[src/logic/wit_pkg.sv]
package wit_pkg;
    // time base periods in system clocks per internal clock period (one time-base period each)
    localparam int WIT_WIPE_TICK_DEF  = 64;
    localparam int WIT_PAUSE_TICK_DEF = 32;
    localparam int WIT_TICK_W         = 24;
    // phase lengths in internal clock periods (each period = one time-base period)
    localparam int WIT_ON_PERIODS     = 16;
    localparam int WIT_PAUSE_PERIODS  = 144;
    localparam int WIT_HOLD_PERIODS   = 96;
    localparam int WIT_CNT_W          = 8;
    localparam logic [WIT_CNT_W-1:0] WIT_ON_LAST    = 8'h0F;
    localparam logic [WIT_CNT_W-1:0] WIT_PAUSE_LAST = 8'h8F;
    localparam logic [WIT_CNT_W-1:0] WIT_HOLD_LAST  = 8'h5F;
    localparam logic [WIT_CNT_W-1:0] WIT_CNT_ZERO   = 8'h00;

    typedef enum logic [2:0] {
        WIT_IDLE,
        WIT_ON,
        WIT_PAUSE,
        WIT_WASH,
        WIT_HOLD,
        WIT_HOLD_ON
    } wit_state_t;
endpackage

[src/logic/wit_core.sv]
// Behaviour
// - wipe base times on-phase and after-wash hold; pause base times only pause.
// - pause request active either polarity; intermittent only if washer idle; steady-wipe does not block it.
// - after debounce of pause request, relay on for 16 internal periods.
// - after each on-phase, relay off for 144 internal periods of pause base.
// - on/pause cycle repeats while pause request stays detected active.
// - pause request dropping before debounce ends causes no action.
// - pause request removed during on-phase: on-phase completes before stopping.
// - washer debounced active turns relay on while washer stays active.
// - after washer inactive, relay stays on 96 more internal periods.
// - washer activation shorter than debounce is ignored.
// - steady-wipe request forces relay on regardless of other inputs, except while enable is low.
// - steady-wipe acts on relay only; timing sequences are untouched.
// - washer during pause request: hold plus one on-phase, then resume cycling.
// - pause request and washer sampled each internal clock; accepted when two samples agree.
// - internal clock is one time-base period; debounce one to two of them.
// - debounce filters pause request and washer sense.
// - washer debounce in pause phase is clocked on the pause base.
module wit_core
    import wit_pkg::*;
(
    input  wire logic                  clock_i,
    input  wire logic                  reset_n_i,
    input  wire logic                  enable_i,
    input  wire logic                  pause_request_pos_i,
    input  wire logic                  pause_request_neg_i,
    input  wire logic                  washer_sense_i,
    input  wire logic                  steady_wipe_request_i,
    input  wire logic [WIT_TICK_W-1:0] wipe_time_base_i,
    input  wire logic [WIT_TICK_W-1:0] pause_time_base_i,
    output logic                       relay_o,
    output logic                       pause_phase_o,
    output logic                       tick_o
);
    import wit_pkg::*;

    wit_state_t            state;
    wit_state_t            next_state;
    logic [WIT_CNT_W-1:0]  count;
    logic [WIT_CNT_W-1:0]  next_count;
    logic                  pause_raw;
    logic                  pause_samp;
    logic                  pause_det;
    logic                  wash_samp;
    logic                  wash_det;
    logic                  use_pause_base;
    logic                  tick;
    logic                  hold_plus_on;
    logic                  next_hold_plus_on;
    logic                  seq_on;
    logic                  next_relay;

    // either polarity of the switch counts as a request
    assign pause_raw = pause_request_pos_i | pause_request_neg_i;

    // oscillator runs on the pause base only during the pause phase
    assign use_pause_base = (state == WIT_PAUSE);

    wit_tick_gen u_tick (
        .clock_i          (clock_i),
        .reset_n_i        (reset_n_i),
        .enable_i         (enable_i),
        .use_pause_base_i (use_pause_base),
        .wipe_len_i       (wipe_time_base_i),
        .pause_len_i      (pause_time_base_i),
        .tick_o           (tick)
    );

    // two agreeing samples on consecutive internal ticks accept a new level
    always_ff @(posedge clock_i or negedge reset_n_i) begin
        if (!reset_n_i) begin
            pause_samp <= 1'b0;
            pause_det  <= 1'b0;
            wash_samp  <= 1'b0;
            wash_det   <= 1'b0;
        end else if (enable_i && tick) begin
            pause_samp <= pause_raw;
            wash_samp  <= washer_sense_i;
            if (pause_samp == pause_raw) begin
                pause_det <= pause_raw;
            end
            if (wash_samp == washer_sense_i) begin
                wash_det <= washer_sense_i;
            end
        end
    end

    // sequencer; steady-wipe never enters here, so timing is not disturbed
    always_comb begin
        next_state        = state;
        next_count        = count;
        next_hold_plus_on = hold_plus_on;
        if (tick) begin
            next_count = count + 8'h01;
            unique case (state)
                WIT_IDLE: begin
                    next_count = WIT_CNT_ZERO;
                    if (wash_det) begin
                        next_state = WIT_WASH;
                    end else if (pause_det) begin
                        next_state = WIT_ON;
                    end
                end
                WIT_ON: begin
                    if (wash_det) begin
                        next_state = WIT_WASH;
                        next_count = WIT_CNT_ZERO;
                    end else if (count == WIT_ON_LAST) begin
                        // full on-phase completes unless the washer takes over, even if request dropped
                        next_state = pause_det ? WIT_PAUSE : WIT_IDLE;
                        next_count = WIT_CNT_ZERO;
                    end
                end
                WIT_PAUSE: begin
                    if (wash_det) begin
                        next_state = WIT_WASH;
                        next_count = WIT_CNT_ZERO;
                    end else if (!pause_det) begin
                        next_state = WIT_IDLE;
                    end else if (count == WIT_PAUSE_LAST) begin
                        next_state = WIT_ON;
                        next_count = WIT_CNT_ZERO;
                    end
                end
                WIT_WASH: begin
                    next_count = WIT_CNT_ZERO;
                    if (!wash_det) begin
                        next_state        = WIT_HOLD;
                        next_hold_plus_on = pause_det;
                    end
                end
                WIT_HOLD: begin
                    if (wash_det) begin
                        next_state = WIT_WASH;
                        next_count = WIT_CNT_ZERO;
                    end else if (count == WIT_HOLD_LAST) begin
                        next_count = WIT_CNT_ZERO;
                        next_state = hold_plus_on ? WIT_HOLD_ON : WIT_IDLE;
                    end
                end
                WIT_HOLD_ON: begin
                    if (wash_det) begin
                        next_state = WIT_WASH;
                        next_count = WIT_CNT_ZERO;
                    end else if (count == WIT_ON_LAST) begin
                        next_count = WIT_CNT_ZERO;
                        next_state = pause_det ? WIT_PAUSE : WIT_IDLE;
                    end
                end
            endcase
        end
    end

    // relay driven by sequence, or forced by the steady-wipe request
    assign seq_on     = (state == WIT_ON) || (state == WIT_WASH) ||
                        (state == WIT_HOLD) || (state == WIT_HOLD_ON);
    assign next_relay = seq_on || steady_wipe_request_i;

    always_ff @(posedge clock_i or negedge reset_n_i) begin
        if (!reset_n_i) begin
            state        <= WIT_IDLE;
            count        <= WIT_CNT_ZERO;
            hold_plus_on <= 1'b0;
            relay_o      <= 1'b0;
        end else if (enable_i) begin
            state        <= next_state;
            count        <= next_count;
            hold_plus_on <= next_hold_plus_on;
            relay_o      <= next_relay;
        end
    end

    assign pause_phase_o = use_pause_base;
    assign tick_o        = tick;

    // on-phase lasts exactly 16 ticks: after entering on, no exit within 15 ticks
    a_on_phase_len: assert property (@(posedge clock_i) disable iff (!reset_n_i)
        (state == WIT_ON && count < WIT_ON_LAST && tick && !wash_det)
        |=> (state == WIT_ON))
        else $error("on-phase ended early");

    a_on_complete: assert property (@(posedge clock_i) disable iff (!reset_n_i)
        (state == WIT_ON && !pause_det && count != WIT_ON_LAST && !wash_det)
        |=> state == WIT_ON)
        else $error("on-phase cut short by removed request");

    a_pause_to_on: assert property (@(posedge clock_i) disable iff (!reset_n_i)
        (enable_i && state == WIT_PAUSE && tick && count == WIT_PAUSE_LAST && pause_det &&
         !wash_det)
        |=> state == WIT_ON)
        else $error("pause did not return to on-phase");

    a_pause_relay_off: assert property (@(posedge clock_i) disable iff (!reset_n_i)
        enable_i && state == WIT_PAUSE && !steady_wipe_request_i |=> !relay_o)
        else $error("relay on during pause phase");

    a_steady_force: assert property (@(posedge clock_i) disable iff (!reset_n_i)
        enable_i && steady_wipe_request_i |=> relay_o)
        else $error("steady wipe did not force relay");

    a_steady_keeps: assert property (@(posedge clock_i) disable iff (!reset_n_i)
        enable_i && !tick && $stable(steady_wipe_request_i) |=> $stable(state))
        else $error("state moved without internal tick");

    a_wash_relay: assert property (@(posedge clock_i) disable iff (!reset_n_i)
        enable_i && state == WIT_WASH |=> relay_o)
        else $error("relay off while washing");

    a_hold_len: assert property (@(posedge clock_i) disable iff (!reset_n_i)
        (state == WIT_HOLD && tick && count < WIT_HOLD_LAST && !wash_det)
        |=> state == WIT_HOLD)
        else $error("after-wash hold ended early");

    a_debounce_agree: assert property (@(posedge clock_i) disable iff (!reset_n_i)
        $changed(pause_det) |-> $past(tick) && $past(pause_samp) == pause_det)
        else $error("pause request accepted without two samples");

    a_idle_off: assert property (@(posedge clock_i) disable iff (!reset_n_i)
        (state == WIT_IDLE && !pause_det && !wash_det && tick) |=> state == WIT_IDLE)
        else $error("action without detected request");

    // idle relay follows only the steady-wipe request
    a_idle_relay_off: assert property (@(posedge clock_i) disable iff (!reset_n_i)
        enable_i && state == WIT_IDLE && !steady_wipe_request_i |=> !relay_o)
        else $error("relay on while idle");

    // relay must be on through every on-phase
    a_on_relay: assert property (@(posedge clock_i) disable iff (!reset_n_i)
        enable_i && state == WIT_ON |=> relay_o)
        else $error("relay off during on-phase");

    // relay must be on through the after-wash hold and its extra on-phase
    a_hold_relay: assert property (@(posedge clock_i) disable iff (!reset_n_i)
        enable_i && (state == WIT_HOLD || state == WIT_HOLD_ON) |=> relay_o)
        else $error("relay off during after-wash hold");

    // detected request in idle starts an on-phase on the next tick
    a_idle_start: assert property (@(posedge clock_i) disable iff (!reset_n_i)
        enable_i && tick && state == WIT_IDLE && pause_det && !wash_det |=> state == WIT_ON)
        else $error("detected request did not start wiping");

    // an on-phase always starts counting from zero
    a_idle_count_zero: assert property (@(posedge clock_i) disable iff (!reset_n_i)
        enable_i && tick && state == WIT_IDLE |=> count == WIT_CNT_ZERO)
        else $error("stale count left in idle");

    // end of on-phase with request still held goes to pause
    a_on_to_pause: assert property (@(posedge clock_i) disable iff (!reset_n_i)
        enable_i && tick && state == WIT_ON && count == WIT_ON_LAST && pause_det && !wash_det
        |=> state == WIT_PAUSE)
        else $error("on-phase not followed by pause");

    // end of on-phase with request gone stops the sequence
    a_on_to_idle: assert property (@(posedge clock_i) disable iff (!reset_n_i)
        enable_i && tick && state == WIT_ON && count == WIT_ON_LAST && !pause_det && !wash_det
        |=> state == WIT_IDLE)
        else $error("on-phase not followed by stop");

    // pause keeps counting while the request stays
    a_pause_len: assert property (@(posedge clock_i) disable iff (!reset_n_i)
        enable_i && tick && state == WIT_PAUSE && count < WIT_PAUSE_LAST && pause_det &&
        !wash_det |=> state == WIT_PAUSE)
        else $error("pause phase ended early");

    // pause abandoned once the request is no longer detected
    a_pause_drop: assert property (@(posedge clock_i) disable iff (!reset_n_i)
        enable_i && tick && state == WIT_PAUSE && !pause_det && !wash_det |=> state == WIT_IDLE)
        else $error("pause went on without request");

    // washer takes over from any other phase, timer cleared
    a_wash_enter: assert property (@(posedge clock_i) disable iff (!reset_n_i)
        enable_i && tick && wash_det && state != WIT_WASH
        |=> state == WIT_WASH && count == WIT_CNT_ZERO)
        else $error("washer did not take over");

    // washing lasts as long as the washer stays detected
    a_wash_stays: assert property (@(posedge clock_i) disable iff (!reset_n_i)
        enable_i && tick && state == WIT_WASH && wash_det |=> state == WIT_WASH)
        else $error("washing left while washer active");

    // end of washing starts the hold and records the pause request
    a_wash_exit: assert property (@(posedge clock_i) disable iff (!reset_n_i)
        enable_i && tick && state == WIT_WASH && !wash_det
        |=> state == WIT_HOLD && hold_plus_on == $past(pause_det))
        else $error("washing did not end in hold");

    // hold without pause request ends in idle
    a_hold_to_idle: assert property (@(posedge clock_i) disable iff (!reset_n_i)
        enable_i && tick && state == WIT_HOLD && count == WIT_HOLD_LAST && !wash_det &&
        !hold_plus_on |=> state == WIT_IDLE)
        else $error("hold did not end in idle");

    // hold with pause request adds one on-phase
    a_hold_to_on: assert property (@(posedge clock_i) disable iff (!reset_n_i)
        enable_i && tick && state == WIT_HOLD && count == WIT_HOLD_LAST && !wash_det &&
        hold_plus_on |=> state == WIT_HOLD_ON)
        else $error("hold did not add an on-phase");

    // extra on-phase after washing runs its full length
    a_hold_on_len: assert property (@(posedge clock_i) disable iff (!reset_n_i)
        enable_i && tick && state == WIT_HOLD_ON && count < WIT_ON_LAST && !wash_det
        |=> state == WIT_HOLD_ON)
        else $error("extra on-phase ended early");

    // extra on-phase hands back to intermittent cycling
    a_hold_on_resume: assert property (@(posedge clock_i) disable iff (!reset_n_i)
        enable_i && tick && state == WIT_HOLD_ON && count == WIT_ON_LAST && !wash_det &&
        pause_det |=> state == WIT_PAUSE)
        else $error("cycling not resumed after wash");

    // washer acceptance needs two agreeing samples as well
    a_wash_agree: assert property (@(posedge clock_i) disable iff (!reset_n_i)
        $changed(wash_det) |-> $past(tick) && $past(wash_samp) == wash_det)
        else $error("washer accepted without two samples");

    // counters never pass the end of their phase
    a_on_bound: assert property (@(posedge clock_i) disable iff (!reset_n_i)
        state == WIT_ON |-> count <= WIT_ON_LAST)
        else $error("on-phase count overran");

    a_pause_bound: assert property (@(posedge clock_i) disable iff (!reset_n_i)
        state == WIT_PAUSE |-> count <= WIT_PAUSE_LAST)
        else $error("pause count overran");

    a_hold_bound: assert property (@(posedge clock_i) disable iff (!reset_n_i)
        state == WIT_HOLD |-> count <= WIT_HOLD_LAST)
        else $error("hold count overran");

    // low enable must freeze every piece of state, relay included
    a_enable_freeze: assert property (@(posedge clock_i) disable iff (!reset_n_i)
        !enable_i |=> $stable(state) && $stable(count) && $stable(relay_o) &&
        $stable(pause_det) && $stable(wash_det))
        else $error("state moved while enable low");
endmodule

[src/logic/wit_tick_gen.sv]
// internal oscillator model: one tick per internal clock falling edge
module wit_tick_gen
    import wit_pkg::*;
(
    input  wire logic                  clock_i,
    input  wire logic                  reset_n_i,
    input  wire logic                  enable_i,
    input  wire logic                  use_pause_base_i,
    input  wire logic [WIT_TICK_W-1:0] wipe_len_i,
    input  wire logic [WIT_TICK_W-1:0] pause_len_i,
    output logic                       tick_o
);
    logic [WIT_TICK_W-1:0] count;
    logic [WIT_TICK_W-1:0] period;
    logic                  wrap;

    // period follows whichever time base is selected now
    assign period = use_pause_base_i ? pause_len_i : wipe_len_i;
    assign wrap   = (count + 24'h00_0001) >= period;

    always_ff @(posedge clock_i or negedge reset_n_i) begin
        if (!reset_n_i) begin
            count  <= '0;
            tick_o <= 1'b0;
        end else if (enable_i) begin
            count  <= wrap ? '0 : count + 24'h00_0001;
            tick_o <= wrap;
        end
    end
endmodule

[config.mk]
export PLATFORM = sky130hd
export DESIGN_NAME = wit_core
export DESIGN_NICKNAME = d
export VERILOG_FILES = /design/src/logic/wit_pkg.sv /design/src/logic/wit_core.sv /design/src/logic/wit_tick_gen.sv
export SDC_FILE = /design/constraint.sdc
export NUM_CORES = 1
export LEC_CHECK = 0
export BUFFER_PORTS_ARGS = -buffer_cell sky130_fd_sc_hd__buf_2
export CORE_ASPECT_RATIO = 0.75
export CORE_MARGIN = 3
export CORE_UTILIZATION = 61
export CTS_CLUSTER_DIAMETER = 50
export DETAILED_ROUTE_END_ITERATION = 8
export GPL_ROUTABILITY_DRIVEN = 0
export PLACE_DENSITY_LB_ADDON = 0.3
export SYNTH_ARGS = -nofsm -noshare
export SYNTH_HDL_FRONTEND = slang
export SYNTH_SLANG_ARGS = --single-unit
[constraint.sdc]
create_clock -name clock_i -period 5.4 [get_ports clock_i]
set_input_delay 1.08 -clock clock_i [delete_from_list [all_inputs] [get_ports clock_i]]
set_output_delay 1.08 -clock clock_i [all_outputs]
set_load 0.02 [all_outputs]
-- After elaboration in Yosys (flattened, before gate mapping)
Cells that the tools add are included.
- flip-flop bits (word level): 42
- input port bits: 55
- output and inout port bits: 3
- logic and storage cells: 66
- add/sub/neg operators: 2
- $lt $le $gt $ge: 1
- eq/ne operators: 15
- mux-type cells: 23
- bitwise logic cells: 2
- reductions and logical operators: 13
- operators by type and width (kind ; number):
    8-bit 2-to-1 mux ; 7
    24-bit 2-to-1 mux ; 2
    3-bit 2-to-1 mux ; 11
    8-bit case mux with 4 select lines ; 1
    24-bit by 1-bit adder with 24-bit output (second input constant) ; 1
    24-bit >= comparator ; 1
    3-bit case mux with 5 select lines ; 1
    8-bit by 1-bit adder with 8-bit output (second input constant) ; 1
    8-bit by 4-bit == test with 1-bit output (second input constant) ; 1
    8-bit by 7-bit == test with 1-bit output (second input constant) ; 1
    8-bit == test (second input constant) ; 1
    7-bit AND reduction ; 1
    3-bit by 2-bit == test with 1-bit output (second input constant) ; 2
    3-bit == test (second input constant) ; 2
    3-bit inequality test (second input constant) ; 2
    2-bit AND reduction ; 3
    1-bit logical OR ; 4
    4-bit inequality test (second input constant) ; 1
    4-bit AND reduction ; 1
    2-bit OR reduction ; 2
    3-bit by 1-bit == test with 1-bit output (second input constant) ; 1
    3-bit zero test ; 1
    3-bit by 1-bit inequality test with 1-bit output (second input constant) ; 1
    1-bit == test ; 2
    other kinds (5) ; 5

-- Logic depth before layout (Yosys ltp)
- word-level depth: 5
- depth in mapped cells: 15

-- Hierarchy
Synthesis repeated with hierarchy kept, for this count alone.
- cells, all modules: 374
- area, all modules: 3422.0 µm²
- modules (own cells, without submodules) (module ; times used ; cells each ; area each (µm²) ; seq. area each (µm²)):
    wit_tick_gen ; 1 ; 258 ; 2397.3 ; 625.6
    wit_core ; 1 ; 116 ; 1024.7 ; 425.4

-- Worst setup path before layout
Ideal clock, no wire load.
- path type: register -> register
- start point: register u_tick.count[0]
- end point: register u_tick.count[23]
- arrival: 3.357 ns
- path slack: 1.922 ns
- stages on the path, launching flop included: 15
- period minus slack after synthesis: 3.478 ns
- path through: dfrtp_1 -> ha_1 -> and4_1 -> nand4_1 -> nor2_1 -> and3_1 -> xor2_1 -> ha_1 -> nand4_1 -> or4_1 -> o21ai_1 -> buf_2 -> buf_4 -> o31ai_1 -> a22o_1
- word-level cells in the longest chain between the ends: 3
- RTL lines (what ; RTL line ; RTL):
    start, declared ; wit_tick_gen.sv:13 ; logic [WIT_TICK_W-1:0] count;
    start signal, assigned ; wit_tick_gen.sv:26 ; count <= wrap ? '0 : count + 24'h00_0001;
    24-bit by 1-bit adder with 24-bit output * ; wit_tick_gen.sv:19, wit_tick_gen.sv:26 ;
    24-bit >= comparator ; wit_tick_gen.sv:19 ; assign wrap = (count + 24'h00_0001) >= period;
    24-bit 2-to-1 mux * ; wit_tick_gen.sv:26 ;
Mark *: on every way between the ends. The rest lies on a longest branch, timed or not.
A chain may end at the register's enable or synchronous reset.

-- Final worst setup path
- start point: register u_tick.count[0]
- end point: register u_tick.count[0]
The elaborated chain is that of the path after synthesis.

==> results.sh <==
export IMPL_status="completed"
export IMPL_grt_pass1_wl_um=13800
export IMPL_grt_max_degree=43
export IMPL_ys_async_sr_fraction=1.00
export IMPL_fmax_mhz=242
export IMPL_min_period_over_period=0.764
export IMPL_port_buffers=57
export IMPL_drtIter0Drc=275
export IMPL_p_sw_frac=0.389
export IMPL_rows=22
export IMPL_synth_cell_area_um2=3350
export IMPL_vdd_drop_max_mv=0.202
export IMPL_synth_most_common_cell="dfrtp_1"
export IMPL_synth_seq_area_share=0.313
export IMPL_wirelength_um=8310
export IMPL_dp_cells=495
export IMPL_synth_nets=462
export IMPL_pwr_density_cell_nw_per_um2=356
export IMPL_required_ps=5590
export IMPL_setup_violations=0
export IMPL_cts_buffer_depth=2
export IMPL_maxUsedRoutingLayer="met4"
export IMPL_drt_first_pass_iters=5
export IMPL_worst_setup_path_end_kind="flip-flop"
export IMPL_layoutNonFillerInstCount=503
export IMPL_start_util=0.659
export IMPL_ys_ff_latch=42
export IMPL_htree_levels=2
export IMPL_wl_met2_um=3650
export IMPL_drive_above_1_share=0.186
export IMPL_synthTopCellsByCount="dfrtp_1 (42), nand2_1 (32), ha_1 (26), mux2i_1 (24), nor2_1 (24)"
export IMPL_ys_flop_type="dfrtp_1"
export IMPL_final_setup_tns_ps=0
export IMPL_tightest_slew_ps=926
export IMPL_die_w_um=91.6
export IMPL_synth_top_area_frac=0.313
export IMPL_m1WireLength_um=3690
export IMPL_cts_setup_buffers=0
export IMPL_slew_viol_final=0
export IMPL_crit_type="reg -> reg"
export IMPL_cts_resized=0
export IMPL_cts_sinks=42
export IMPL_synth_edf_count=0
export IMPL_hpwl_um=6240
export IMPL_maxCapViolCount=0
export IMPL_internal_power_uw=831
export IMPL_grt_usage=0.263
export IMPL_fin_area_um2=3820
export IMPL_post_drt_wl_per_cell_um=16.5
export IMPL_clkPwrFrac=0.228
export IMPL_die_area_um2=6430
export IMPL_antenna_found_initial=0
export IMPL_fill_cells=392
export IMPL_pwr_share_comb=0.431
export IMPL_die_y_um=70.2
export IMPL_skew_ps=10.0
export IMPL_vias_per_cell=6.30
export IMPL_fin_util=0.751
export IMPL_total_power_mw=1.36
export IMPL_postSynthAreaPerCell_um2=8.80
export IMPL_drc=0
export IMPL_fin_crit_ps=4130
export IMPL_fin_nets=511
export IMPL_root_buffer="clkbuf_8"
export IMPL_setup_ws_ps=1270
export IMPL_min_path_type="reg -> reg"
export IMPL_grt_pass1_vias=2924
export IMPL_n_antenna_cell=0
export IMPL_placed_area_um2=3680
export IMPL_p_seq_frac=0.341
export IMPL_ys_types=48
export IMPL_holdWs_ps=517
export IMPL_netlist_instances=381
export IMPL_cp_data_arrival_time_ps=4310
export IMPL_critPathLaunchType="flip-flop"
export IMPL_insertion_delay_ps=300
export IMPL_coreArea_um2=5090
export IMPL_yosysTopAreaCell="dfrtp_1"
export IMPL_rsz0062_at_grt="false"
export IMPL_cts_buffers=5
export IMPL_dr_total_vias=3170
export IMPL_cts_tree="yes"
export IMPL_final_antenna_net_count=0
export IMPL_ys_warn_count=0
export IMPL_hold_buffers=0
export IMPL_wl_met3_um=786
export IMPL_p_switching_uw=530
export IMPL_ios=58
export IMPL_slew_headroom=0.382
export IMPL_p_leak_nw=1.90
export IMPL_synth_area_leaders="dfrtp_1 (31%), ha_1 (9.7%), mux2i_1 (7.2%), a22o_1 (4.2%), xnor2_1 (3.7%)"
export IMPL_place_worst_setup_slack_ps=1380
export IMPL_grt_overflow=0
export IMPL_worstPathMaxFanout=20
export IMPL_area_growth_pct=14.0
export IMPL_path_clk_slew_ps=80
export IMPL_final_hold_viol_count=0
-- layout make-up --
class	instances	area, µm²	share of cell area
clock inverters	2	60.1	0.0157
repair buffers	62	323	0.0844
inverters	15	56.3	0.0147
clock buffers	6	82.6	0.0216
flip-flops and latches	42	1050	0.275
multi-input cells	304	2160	0.565
well taps	72	90.1	0.0236
-- registers in the layout (all words and copies together), names as in the netlist --
name and cells:
wash_det 1, u_tick.tick_o 1, wash_samp 1, count 8, state 3, u_tick.count 24
relay_o 1, pause_samp 1, hold_plus_on 1, pause_det 1
-- power groups by stage --
stage                     Sequential (mW)  Combinational [mW]  Clock (mW)
after floorplan                     0.417               0.479           0
after global placement              0.458               0.557           0
after detailed placement            0.464               0.582           0
after CTS                           0.459               0.586       0.311
after global routing                0.473               0.655       0.325
final                               0.464               0.586       0.311
-- layer usage --
metal	vias to the layer above	global-route usage
li1	1503	-
met1	1452	0.378
met2	187	0.397
met3	28	0.0506
met4	0	0.0836
met5	-	0
-- cells in the final DEF (no fill, tap or decap), types with 5 or more instances in the layout --
cell type   n
a22o_1     16
nand2_1    32
xnor2_1    14
o31ai_1    16
a21o_1      6
nor3_1     11
nand3_1    12
inv_1      14
xor2_1     10
clkbuf_8    6
dfrtp_1    42
nand4_1     8
o21ai_0    16
mux2i_1    24
a21oi_1    19
a211oi_1    8
nor2_1     24
buf_4       5
buf_2      57
nor2b_1     7
o2bb2ai_1   6
ha_1       26
and3_1      7
-- final timing paths --
check	start	cells after the start	slack (ps)	to
worst max-delay path	u_tick.count[0]	14	1270	u_tick.count[0]
worst min-delay path	wash_samp	2	520	wash_samp
worst max register to register	u_tick.count[0]	14	1270	u_tick.count[0]
worst min register to register	wash_samp	2	520	wash_samp
max in group asynchronous	reset_n_i	1	3900	u_tick.count[4]
min in group asynchronous	reset_n_i	1	910	u_tick.count[12]
-- cells by family (layout without fill, tap and decap cells) --
group                    Yosys count  after routing  share of synthesized area
adder cells (fa/ha/maj)           26             26                     0.0970
AO/OA/AOI/OAI                     99             99                      0.205
multiplexers                      27             27                     0.0817
buffers and inverters             35             85                     0.0436
flip-flops                        42             42                      0.313
XOR/XNOR                          24             24                     0.0627
AND/OR/NAND/NOR                  128            128                      0.197
-- worst max-delay path: stages, from the launching register on --
cell and delay (ps):
dfrtp_1 440, ha_1 260, and4_1 240, nand4_1 300
nor2_1 380, and3_1 270, xor2_1 90, ha_1 310
nand4_1 140, or4_1 550, o21ai_1 130, buf_4 270
nor3_2 160, buf_4 210, mux2_2 260
No activity file was read; power rests on OpenSTA's default activity.
